==> config.mk <==
export PLATFORM = sky130hd
export DESIGN_NAME = ppp_parallel_port
export DESIGN_NICKNAME = d
export VERILOG_FILES = /design/src/ppp_pkg.sv /design/src/ppp_parallel_port.sv
export SDC_FILE = /design/constraint.sdc
export NUM_CORES = 1
export LEC_CHECK = 0
export ABC_AREA = 1
export BUFFER_PORTS_ARGS = -buffer_cell sky130_fd_sc_hd__buf_4
export CAP_MARGIN = 5
export CORE_MARGIN = 3
export CORE_UTILIZATION = 53
export CTS_CLUSTER_DIAMETER = 80
export DETAILED_ROUTE_END_ITERATION = 10
export PLACE_DENSITY_LB_ADDON = 0.1
export SKIP_LAST_GASP = 1
export SYNTH_ARGS = -nofsm -noshare
export SYNTH_HDL_FRONTEND = slang
export SYNTH_SLANG_ARGS = --single-unit
export TNS_END_PERCENT = 1
==> constraint.sdc <==
create_clock -name clk_sys -period 4.6 [get_ports clk_sys]
set_input_delay 0.69 -clock clk_sys [delete_from_list [all_inputs] [get_ports clk_sys]]
set_output_delay 0.69 -clock clk_sys [all_outputs]
set_load 0.03 [all_outputs]
==> src/ppp_pkg.sv <==
// Constants, register map and timing for the parallel programming port.
// Assumes a 25 MHz system clock and a classic Wishbone slave with 32-bit data.
// Functional notes
// Controller holds the strobe low at least 2 us per transfer.
// Strobe high-to-low edge loads the temporary storage registers from the data inputs.
// After the strobe the card no longer needs the data inputs.
// Busy rises on a transfer clock fall, drops on the fall after completion.
// Controller issues the next strobe only after busy returns low.
// Strap picks positive (low=0) or negative (low=1) input logic; positive by default.
// Logic sense applies to magnitude, polarity and range; not control or strobe.
// Panel-or-bus input high gives bus control, low gives front-panel control.
// Mode low selects voltage mode: main is voltage, limit is current limit.
// Range high sets the main channel low range, low sets high range.
// Polarity high makes the main output negative, low makes it positive.
// Magnitudes decode as binary or BCD, fixed by the card build.
// Main magnitude is 12 bits, MSB first; decimal build has three BCD digits.
// Limit magnitude is 8 bits, MSB first; decimal build has two BCD digits.
// Current mode steers main to current and limit to voltage limit together.
// A strobe edge arriving during a transfer is ignored.
// Range, polarity and mode are captured on the same strobe edge as magnitudes.
package ppp_pkg;

	// Clock and transfer timing
	localparam int CLK_PERIOD_NS     = 40;
	localparam int STROBE_MIN_NS     = 2000;
	localparam int XFER_CLK_NS       = 1000;
	localparam int XFER_TIME_NS      = 35000;
	localparam int XFER_DIV          = XFER_CLK_NS / CLK_PERIOD_NS;
	localparam int XFER_TICKS        = XFER_TIME_NS / XFER_CLK_NS;

	// Field widths
	localparam int MAIN_W            = 12;
	localparam int LIMIT_W           = 8;

	// Register byte offsets
	localparam logic [4:0] REG_CTRL   = 5'h00;
	localparam logic [4:0] REG_STATUS = 5'h04;
	localparam logic [4:0] REG_MAIN   = 5'h08;
	localparam logic [4:0] REG_LIMIT  = 5'h0C;
	localparam logic [4:0] REG_EVENT  = 5'h10;

	// Field positions
	localparam int CTRL_ENABLE_BIT    = 0;
	localparam int ST_BUSY_BIT        = 0;
	localparam int ST_BUSCTL_BIT      = 1;
	localparam int ST_CURRENT_BIT     = 2;
	localparam int ST_RANGELOW_BIT    = 3;
	localparam int ST_NEGATIVE_BIT    = 4;
	localparam int ST_NEGLOGIC_BIT    = 5;
	localparam int ST_DECIMAL_BIT     = 6;
	localparam int EV_IGNORED_BIT     = 0;
	localparam int EV_DONE_BIT        = 1;

	// Reset values
	localparam logic       CTRL_ENABLE_RST = 1'b1;
	localparam logic [1:0] EVENT_RST       = 2'h0;

	// Transfer sequencer states
	typedef enum logic [1:0] {
		ST_IDLE   = 2'b00,
		ST_ARMED  = 2'b01,
		ST_XFER   = 2'b10,
		ST_FINISH = 2'b11
	} ppp_state_t;

endpackage : ppp_pkg

==> src/ppp_parallel_port.sv <==
// Parallel programming port: strobe capture, busy timing and channel steering.
// Assumes all pin inputs are synchronous to clk_sys and a classic Wishbone master.
//
// Local design decisions: the register addresses and the Wishbone slave port.
`timescale 1ns/10ps
`default_nettype none

module ppp_parallel_port #(
	parameter logic DECIMAL_BUILD = 1'b0
) (
	input  wire logic                        clk_sys,
	input  wire logic                        rst_n,
	// Parallel port pins
	input  wire logic                        strobeN,
	input  wire logic [ppp_pkg::MAIN_W-1:0]  main_magnitude_field,
	input  wire logic [ppp_pkg::LIMIT_W-1:0] limit_magnitude_field,
	input  wire logic                        output_range_select,
	input  wire logic                        polaritySelect,
	input  wire logic                        modeSelect,
	input  wire logic                        panel_or_bus_select,
	input  wire logic                        negLogicStrap,
	output logic                             busy,
	// Converter side
	output logic [ppp_pkg::MAIN_W-1:0]       mainCode,
	output logic [ppp_pkg::LIMIT_W-1:0]      limitCode,
	output logic                             mainRangeLow,
	output logic                             mainNegative,
	output logic                             mainIsCurrent,
	output logic                             limitIsVoltage,
	output logic                             busControl,
	output logic                             convLoad,
	// Wishbone slave
	input  wire logic                        wb_cyc_i,
	input  wire logic                        wb_stb_i,
	input  wire logic                        wb_we_i,
	input  wire logic [4:0]                  wb_adr_i,
	input  wire logic [3:0]                  wb_sel_i,
	input  wire logic [31:0]                 wb_dat_i,
	output logic [31:0]                      wb_dat_o,
	output logic                             wb_ack_o
);

	// Invert a field when the strap selects negative logic
	function automatic logic [11:0] applySense(input logic [11:0] v, input logic neg);
		applySense = neg ? ~v : v;
	endfunction : applySense

	// Weight 8-4-2-1 digits, most significant digit first, into binary
	function automatic logic [11:0] bcdToBin(input logic [11:0] v, input int digits);
		logic [11:0] acc;
		acc = 12'h000;
		for (int i = digits - 1; i >= 0; i--) begin
			acc = 12'((acc * 12'h00A) + {8'h00, v[i*4 +: 4]});
		end
		bcdToBin = acc;
	endfunction : bcdToBin

	// Registers
	ppp_pkg::ppp_state_t             state_r,    state_nxt;
	logic [4:0]                      divCnt_r;
	logic [5:0]                      tickCnt_r;
	logic                            strobeN_r;
	logic [ppp_pkg::MAIN_W-1:0]      mainTmp_r;
	logic [ppp_pkg::LIMIT_W-1:0]     limitTmp_r;
	logic                            rangeTmp_r;
	logic                            polTmp_r;
	logic                            modeTmp_r;
	logic                            busy_r;
	logic [ppp_pkg::MAIN_W-1:0]      mainCode_r;
	logic [ppp_pkg::LIMIT_W-1:0]     limitCode_r;
	logic                            rangeLow_r;
	logic                            negative_r;
	logic                            current_r;
	logic                            busCtl_r;
	logic                            convLoad_r;
	logic                            enable_r;
	logic [1:0]                      event_r;
	logic [31:0]                     rdData_r;
	logic                            ack_r;

	// Decode
	wire logic        xferFall   = (divCnt_r == 5'(ppp_pkg::XFER_DIV - 1));
	wire logic        strobeFall = strobeN_r & ~strobeN;
	wire logic        idle       = (state_r == ppp_pkg::ST_IDLE);
	wire logic        accept     = strobeFall & idle & enable_r;
	wire logic        ignored    = strobeFall & ~idle;
	wire logic        lastTick   = (state_r == ppp_pkg::ST_XFER) & xferFall & (tickCnt_r == 6'h00);
	wire logic        busReq     = wb_cyc_i & wb_stb_i & ~ack_r;
	wire logic        busWr      = busReq & wb_we_i & wb_sel_i[0];
	wire logic [11:0] mainIn     = applySense(main_magnitude_field, negLogicStrap);
	wire logic [11:0] limitIn    = applySense({4'h0, limit_magnitude_field}, negLogicStrap);
	wire logic        rangeIn    = negLogicStrap ^ output_range_select;
	wire logic        polIn      = negLogicStrap ^ polaritySelect;
	wire logic [11:0] mainBin    = DECIMAL_BUILD ? bcdToBin(mainTmp_r, 3) : mainTmp_r;
	wire logic [11:0] limitBin   = DECIMAL_BUILD ? bcdToBin({4'h0, limitTmp_r}, 2)
	                                             : {4'h0, limitTmp_r};
	wire logic        wrCtrl     = busWr & (wb_adr_i == ppp_pkg::REG_CTRL);
	wire logic        wrEvent    = busWr & (wb_adr_i == ppp_pkg::REG_EVENT);
	wire logic [1:0]  evSet      = {lastTick, ignored};
	wire logic [1:0]  evClr      = wrEvent ? wb_dat_i[1:0] : 2'h0;

	// Status word and read mux
	wire logic [31:0] statusWord = {25'h0, DECIMAL_BUILD, negLogicStrap, negative_r,
	                                rangeLow_r, current_r, busCtl_r, busy_r};
	wire logic [31:0] rdMux =
		(wb_adr_i == ppp_pkg::REG_CTRL)   ? {31'h0, enable_r} :
		(wb_adr_i == ppp_pkg::REG_STATUS) ? statusWord :
		(wb_adr_i == ppp_pkg::REG_MAIN)   ? {20'h0, mainCode_r} :
		(wb_adr_i == ppp_pkg::REG_LIMIT)  ? {24'h0, limitCode_r} :
		(wb_adr_i == ppp_pkg::REG_EVENT)  ? {30'h0, event_r} :
		32'h0000_0000; // Unmapped reads give zero and are still acknowledged

	// Sequencer next state; strobes outside idle fall through unseen
	always_comb begin
		state_nxt = state_r;
		unique case (state_r)
			ppp_pkg::ST_IDLE:   if (accept) state_nxt = ppp_pkg::ST_ARMED;
			ppp_pkg::ST_ARMED:  if (xferFall) state_nxt = ppp_pkg::ST_XFER;
			ppp_pkg::ST_XFER:   if (lastTick) state_nxt = ppp_pkg::ST_FINISH;
			ppp_pkg::ST_FINISH: if (xferFall) state_nxt = ppp_pkg::ST_IDLE;
		endcase
	end

	// Internal transfer clock: its falling edge is a one-cycle tick
	always_ff @(posedge clk_sys) begin
		if (!rst_n || xferFall) begin
			divCnt_r <= 5'h00;
		end else begin
			divCnt_r <= divCnt_r + 5'h01;
		end
	end

	// Sequencer state and strobe edge history
	always_ff @(posedge clk_sys) begin
		if (!rst_n) begin
			state_r   <= ppp_pkg::ST_IDLE;
			strobeN_r <= 1'b1;
		end else begin
			state_r   <= state_nxt;
			strobeN_r <= strobeN;
		end
	end

	// Temporary storage; after this edge the data pins are free for reuse
	always_ff @(posedge clk_sys) begin
		if (!rst_n) begin
			mainTmp_r  <= 12'h000;
			limitTmp_r <= 8'h00;
			rangeTmp_r <= 1'b0;
			polTmp_r   <= 1'b0;
			modeTmp_r  <= 1'b0;
		end else if (accept) begin
			mainTmp_r  <= mainIn;
			limitTmp_r <= limitIn[7:0];
			rangeTmp_r <= rangeIn;
			polTmp_r   <= polIn;
			modeTmp_r  <= modeSelect;
		end
	end

	// Busy and transfer length in transfer clock periods
	always_ff @(posedge clk_sys) begin
		if (!rst_n) begin
			busy_r    <= 1'b0;
			tickCnt_r <= 6'h00;
		end else if (xferFall) begin
			if (state_r == ppp_pkg::ST_ARMED) begin
				busy_r    <= 1'b1;
				tickCnt_r <= 6'(ppp_pkg::XFER_TICKS - 1);
			end else if (state_r == ppp_pkg::ST_FINISH) begin
				busy_r    <= 1'b0;
			end else if (tickCnt_r != 6'h00) begin
				tickCnt_r <= tickCnt_r - 6'h01;
			end
		end
	end

	// Converter settings change only as a whole, at transfer completion
	always_ff @(posedge clk_sys) begin
		if (!rst_n) begin
			mainCode_r  <= 12'h000;
			limitCode_r <= 8'h00;
			rangeLow_r  <= 1'b0;
			negative_r  <= 1'b0;
			current_r   <= 1'b0;
		end else if (lastTick) begin
			mainCode_r  <= mainBin;
			limitCode_r <= limitBin[7:0];
			rangeLow_r  <= rangeTmp_r;
			negative_r  <= polTmp_r;
			current_r   <= modeTmp_r;
		end
	end

	// Front panel or bus control follows the pin at all times, fixed sense
	always_ff @(posedge clk_sys) begin
		if (!rst_n) begin
			busCtl_r   <= 1'b0;
			convLoad_r <= 1'b0;
		end else begin
			busCtl_r   <= panel_or_bus_select;
			convLoad_r <= lastTick;
		end
	end

	// Control register and sticky events; a new event beats a clear
	always_ff @(posedge clk_sys) begin
		if (!rst_n) begin
			enable_r <= ppp_pkg::CTRL_ENABLE_RST;
			event_r  <= ppp_pkg::EVENT_RST;
		end else begin
			if (wrCtrl) enable_r <= wb_dat_i[ppp_pkg::CTRL_ENABLE_BIT];
			event_r <= (event_r & ~evClr) | evSet;
		end
	end

	// Wishbone answer one cycle after the request; ack drops the next cycle
	always_ff @(posedge clk_sys) begin
		if (!rst_n) begin
			ack_r    <= 1'b0;
			rdData_r <= 32'h0000_0000;
		end else begin
			ack_r    <= busReq;
			rdData_r <= busReq ? rdMux : 32'h0000_0000;
		end
	end

	// Outputs straight from flip-flops
	assign busy           = busy_r;
	assign mainCode       = mainCode_r;
	assign limitCode      = limitCode_r;
	assign mainRangeLow   = rangeLow_r;
	assign mainNegative   = negative_r;
	assign mainIsCurrent  = current_r;
	assign limitIsVoltage = current_r;
	assign busControl     = busCtl_r;
	assign convLoad       = convLoad_r;
	assign wb_dat_o       = rdData_r;
	assign wb_ack_o       = ack_r;

endmodule : ppp_parallel_port

`default_nettype wire

=== Yosys cells after proc, flatten, opt, wreduce, memory -nomap -nowiden ===
Index checks and enable logic that the tools add are counted.

* Output and inout bits: 60
* Word-level logic and storage cells: 96
* Register bits after elaboration: 99
* Input port bits: 72

* Reductions and logical operators: 15
* Add/subtract/negate cells: 2
* Equal/unequal tests: 13
* Multiplexer cells: 18
* Bitwise logic cells: 24

{| class="wikitable"
|+ Operator list
! kind !! count
|-
| $mux 12 || 2
|-
| $mux 6 || 4
|-
| $mux 8 || 2
|-
| $and 1x1->1 || 12
|-
| $mux 2 || 6
|-
| $not 12->12 || 1
|-
| $eq 5x4->1 const B || 2
|-
| $eq 5x5->1 const B || 2
|-
| $ne 2x2->1 const B || 4
|-
| $not 8->8 || 1
|-
| $pmux 2 s4 || 1
|-
| $logic_not 6->1 || 1
|-
| $reduce_bool 6->1 || 1
|-
| $reduce_or 6->1 || 1
|-
| $sub 6x1->6 const B || 1
|-
| $add 5x1->5 const B || 1
|-
| $eq 5x3->1 const B || 1
|-
| $logic_not 5->1 || 1
|-
| $not 1->1 || 5
|-
| $eq 2x2->1 const B || 2
|-
| $reduce_and 2->1 || 2
|-
| $reduce_and 4->1 || 1
|-
| $reduce_bool 2->1 || 2
|-
| $reduce_or 4->1 || 1
|-
| 12 further kinds || 15
|}

=== Longest topological paths before layout ===
* Depth after elaboration: 9
* Mapped depth: 11
* Mapped depth without buffers: 11

=== Worst setup path after synthesis ===
Ideal clock, no wire load.

* Kind: input to register
* From: input port wb_adr_i[1]
* To: register rdData_r[10] (netlist: wb_dat_o[10])
* Required time: 4.485 ns
* Arrival: 1.472 ns
* Stages on the path: 6
* Buffers on the path: 0
* Setup slack: 3.013 ns
* Setup time: 0.115 ns
* Path through: nor2_2 > nand4_1 > nand3_1 > inv_1 > nand2_1 > nor2_1

* Word-level cells in the longest chain between the ends: 2
* Elaborated cells on any way between the ends: 5
* Classes of those cells: 2 x eq/ne; 1 x mux; 2 x reduce/logical

{| class="wikitable"
|+ Ends and longest elaborated chain
! what !! line !! source
|-
| from (decl) || ppp_parallel_port.sv:36 || <nowiki>input wire logic [4:0] wb_adr_i,</nowiki>
|-
| $eq 5x3->1 (tied with other cells) || ppp_parallel_port.sv:107 || <nowiki>(wb_adr_i == ppp_pkg::REG_STATUS) ? statusWord :</nowiki>
|-
| $reduce_or 4->1 (no source line) or $mux 12 (tied branches) || - ||
|-
| to (signal assigned) || ppp_parallel_port.sv:224 || <nowiki>rdData_r <= busReq ? rdMux : 32'h0000_0000;</nowiki>
|-
| to (decl) || ppp_parallel_port.sv:78 || <nowiki>logic [31:0] rdData_r;</nowiki>
|}

Parallel ways exist; a longest one is shown, timed or not.
A chain may end at the register's enable or synchronous reset.

=== Worst setup path after layout ===
* From: input port strobeN
* To: register limitTmp_r[7] in the netlist's numbering

* Word-level cells in the longest chain between the ends: 4

{| class="wikitable"
|+ Ends and longest elaborated chain
! what !! line !! source
|-
| from (decl) || ppp_parallel_port.sv:14 || <nowiki>input wire logic strobeN,</nowiki>
|-
| $not 1->1 || ppp_parallel_port.sv:83 || <nowiki>wire logic strobeFall = strobeN_r & ~strobeN;</nowiki>
|-
| $and 1x1->1 || ppp_parallel_port.sv:83 ||
|-
| $and 1x1->1 (2 in a row) || ppp_parallel_port.sv:85 || <nowiki>wire logic accept = strobeFall & idle & enable_r;</nowiki>
|-
| to (signal assigned) || ppp_parallel_port.sv:154 || <nowiki>limitTmp_r <= limitIn[7:0];</nowiki>
|-
| to (decl) || ppp_parallel_port.sv:64 || <nowiki>logic [ppp_pkg::LIMIT_W-1:0] limitTmp_r;</nowiki>
|}

No other way between the ends.

==> impl_results.md <==
- Status: finished, final reports clean
- Kind of end point of the critical path: register
- RSZ-0062 raised after global routing: no
- Initial antenna violation count: 0
- Worst setup startpoint: strobeN
- Post-Syn Area: 3650 sq um
- Post-synth EDFFs: 0
- Hold EP: wb_dat_o[9]
- CP most frequent cell: nand2_1
- Maximum fanout along the worst path: 25
- Internal Pwr Total: 1.14 mW
- Mapped Cells: 490
- Initial core utilization: 0.562
- Number of synthesis warnings: 0
- Worst VDD drop: 0.208 mV
- Worst Hold Class: reg2reg
- GPL Wtd Cong: 0.833
- Top_reg_cell synth: dfxtp_1
- Gate power share: 0.171
- Syn_area_per_cell: 7.45 sq um
- Max H-tree Level: 3
- HPWL after detailed placement: 5710 um
- FF-to-FF setup slack: 2210 ps
- CTS tree: built
- Antenna Violating Nets Remaining: 0
- Final net count: 635
- CORE AREA: 6490 sq um
- DR DRC count: 0
- Kind of start point of the critical path: primary input
- Post_cts resized: 0
- Setup Buffers After CTS: 0
- Routed WL: 8080 um
- Period utilisation layout: 0.526
- Hold path depth: 2
- CTS root buffer: clkbuf_8
- Fraction of layout cells with a size suffix above 1: 0.196
- Final setup fails: 0
- Sequential area share after synthesis: 0.433
- Synth area leaders: dfxtp_1, nand2_1, nor2_1
- Die Y: 89.0 um
- Max Clock Freq: 0.413 GHz
- Post-synth ARST share: 0
- Diode count: 0
- Clk_lat worst skew: 340 ps
- Pleak: 2.13 nW
- Final setup TNS: 0 ps
- Number of global-route vias before repair: 2752
- Clk buf depth: 2
- Syn-to-layout area delta: 19.2%
- Post-DR vias/cell: 4.96
- Total number of vias: 3166
- Crit path time final: 2420 ps
- Skew final: 14.8 ps
- CP Cell Sequence: buf_4 > inv_2 > and3_1 > nand2_1 > nand2_1 > a21oi_1
- M1 GR Usage: 0.296
- DR iter-0 viols: 181
- IO Pins: 132
- Fill count: 589
- Met3 usage: 0.0396
- CP Class: in2reg
- Start point of the worst hold path: mainCode[9]
- Worst reg2reg startpoint: state_r[0]
- Clock Power Share: 0.355
- Hold Vio Cnt, Final: 0
- Total Routing Usage GR: 0.205
- Crit-path slowest cell: and3_1
- Critical path required time: 4810 ps
- Sw frac: 0.284
- DR pass1 iterations: 4
- # hold bufs at CTS: 0
- Largest net degree at the start of global routing: 35
- Flops & latches, synth: 79
- Flop pwr share: 0.474
- Slew Limit Fails: 0
- Layer with the highest usage: met2
- Max cap viols: 0
- Most common cell after layout, fill and taps aside: nand2_1
- PwrDens: 366 nW/um^2
- Most frequent cells in the layout: nand2_1, dfxtp_1, buf_4
- Path depth of the worst reg2reg path: 5
- Die width: 89.0 um
- Buf/Inv on CP: 2
- Gr ovfl total: 0
- Area of the die: 7920 sq um
- Routed len/inst: 12.7 um
- Clock transition at path regs: 80 ps
- Num rows: 29
- Final hold slack: 457 ps
- Share of the synthesized area in the top cell type: 0.433
- Clk sinks: 79
- M2 GR Usage: 0.311
- P_sw: 452 uW
- Number of CTS-inserted buffers: 9
- Critical path's top delay family: simple AND/OR/NAND/NOR gates
- First-pass GRT wire length: 12700 um
- Unique masters post-synth: 32
- CP arrival: 2630 ps
- Area of the multi-input gates: 1710 sq um
- Reg-to-Reg End: limitTmp_r[7]
- I/O Buffers: 78
- Synth area leader: dfxtp_1
- FF+latch area: 1580 sq um
- Worst Max-Slew Pin Slew: 885 ps
- Peak per-stage delay on the critical path: 730 ps
- Relative max-transition margin: 0.410
==> cells by family (layout without fill, tap and decap cells) <==
family | count (synthesis) | count (layout) | synth area share
xor gates and xnor gates | 25 | 25 | 0.0600
DFF | 79 | 79 | 0.433
adders and majority gates | 7 | 7 | 0.0240
AOI/OAI and AO/OA | 65 | 65 | 0.0929
other | 1 | 20 | 0.00103
and+or+nand+nor | 230 | 230 | 0.270
buffers and inverters | 83 | 135 | 0.118
==> layout make-up <==
class | instances | share of cell area
Multi-Input combinational cell | 347 | 0.392
Sequential cell | 79 | 0.363
Timing Repair Buffer | 79 | 0.136
Inverter | 40 | 0.0351
Clock buffer | 11 | 0.0325
Tap cell | 77 | 0.0221
Clock inverter | 5 | 0.0181
==> how the worst max path moves through the flow <==
stage / end / slack [ps] / cells past startpoint
2_1_floorplan: wb_dat_o[10] / 3010 / 6
3_3_place_gp: mainBin[11] / 1880 / 6
3_5_place_dp: mainBin[6] / 1850 / 6
4_1_cts: limitTmp_r[7] / 2190 / 5
5_1_grt: limitTmp_r[5] / 1960 / 5
6_report: limitTmp_r[7] / 2180 / 6
==> state kept, by name, indices dropped and copies added (netlist names), 5 cells and up <==
register and flops:
mainBin 12, mainCode 12, wb_dat_o 12, limitCode 8
limitTmp_r 8, tickCnt_r 6, divCnt_r 5
==> worst register-to-register path, cell delays in order, from the launching register on <==
cell and delay [ps]:
dfxtp_1 350, inv_1 140, ha_1 750, nand2_1 700
nand2_1 230, a21oi_1 80
==> stage by stage <==
stage	util	setup slack [ps]	std cells	power [mW]	instance area (sq um)
after detailed placement	0.636	1850	622	1.04	4130
after global routing	0.670	1960	638	1.68	4350
after CTS	0.670	2190	638	1.60	4350
after global placement	0.636	1880	622	1.04	4130
after floorplan	-	3010	509	0.987	3720
final	0.670	2180	638	1.59	4350
==> power groups by stage <==
stage / sequential [mW] / combinational [mW] / clock (mW)
global placement: 0.769 / 0.267 / 0
finish: 0.756 / 0.272 / 0.566
CTS: 0.755 / 0.273 / 0.576
detailed placement: 0.771 / 0.272 / 0
floorplan: 0.767 / 0.220 / 0
global route: 0.761 / 0.308 / 0.607
==> synthesized netlist by cell type (2+ instances only) <==
cell type and count:
inv_1 36, nand2_1 89, xor2_1 24, nand3_1 46, buf_2 6, clkbuf_1 11
buf_6 4, nor2_1 74, clkinv_1 2, o21ai_0 22, dfxtp_1 79, o21ai_1 4
ha_1 7, nand4_1 4, and3_1 2, buf_4 21, a21oi_1 34, o21bai_1 2
nor2_2 10
==> layer usage <==
layer / up-vias / wire, um
met5: - / 0
met4: 0 / 100
met3: 11 / 616
met2: 110 / 3440
met1: 1397 / 3930
li1: 1648 / -
No activity file was read; power rests on OpenSTA's default activity.
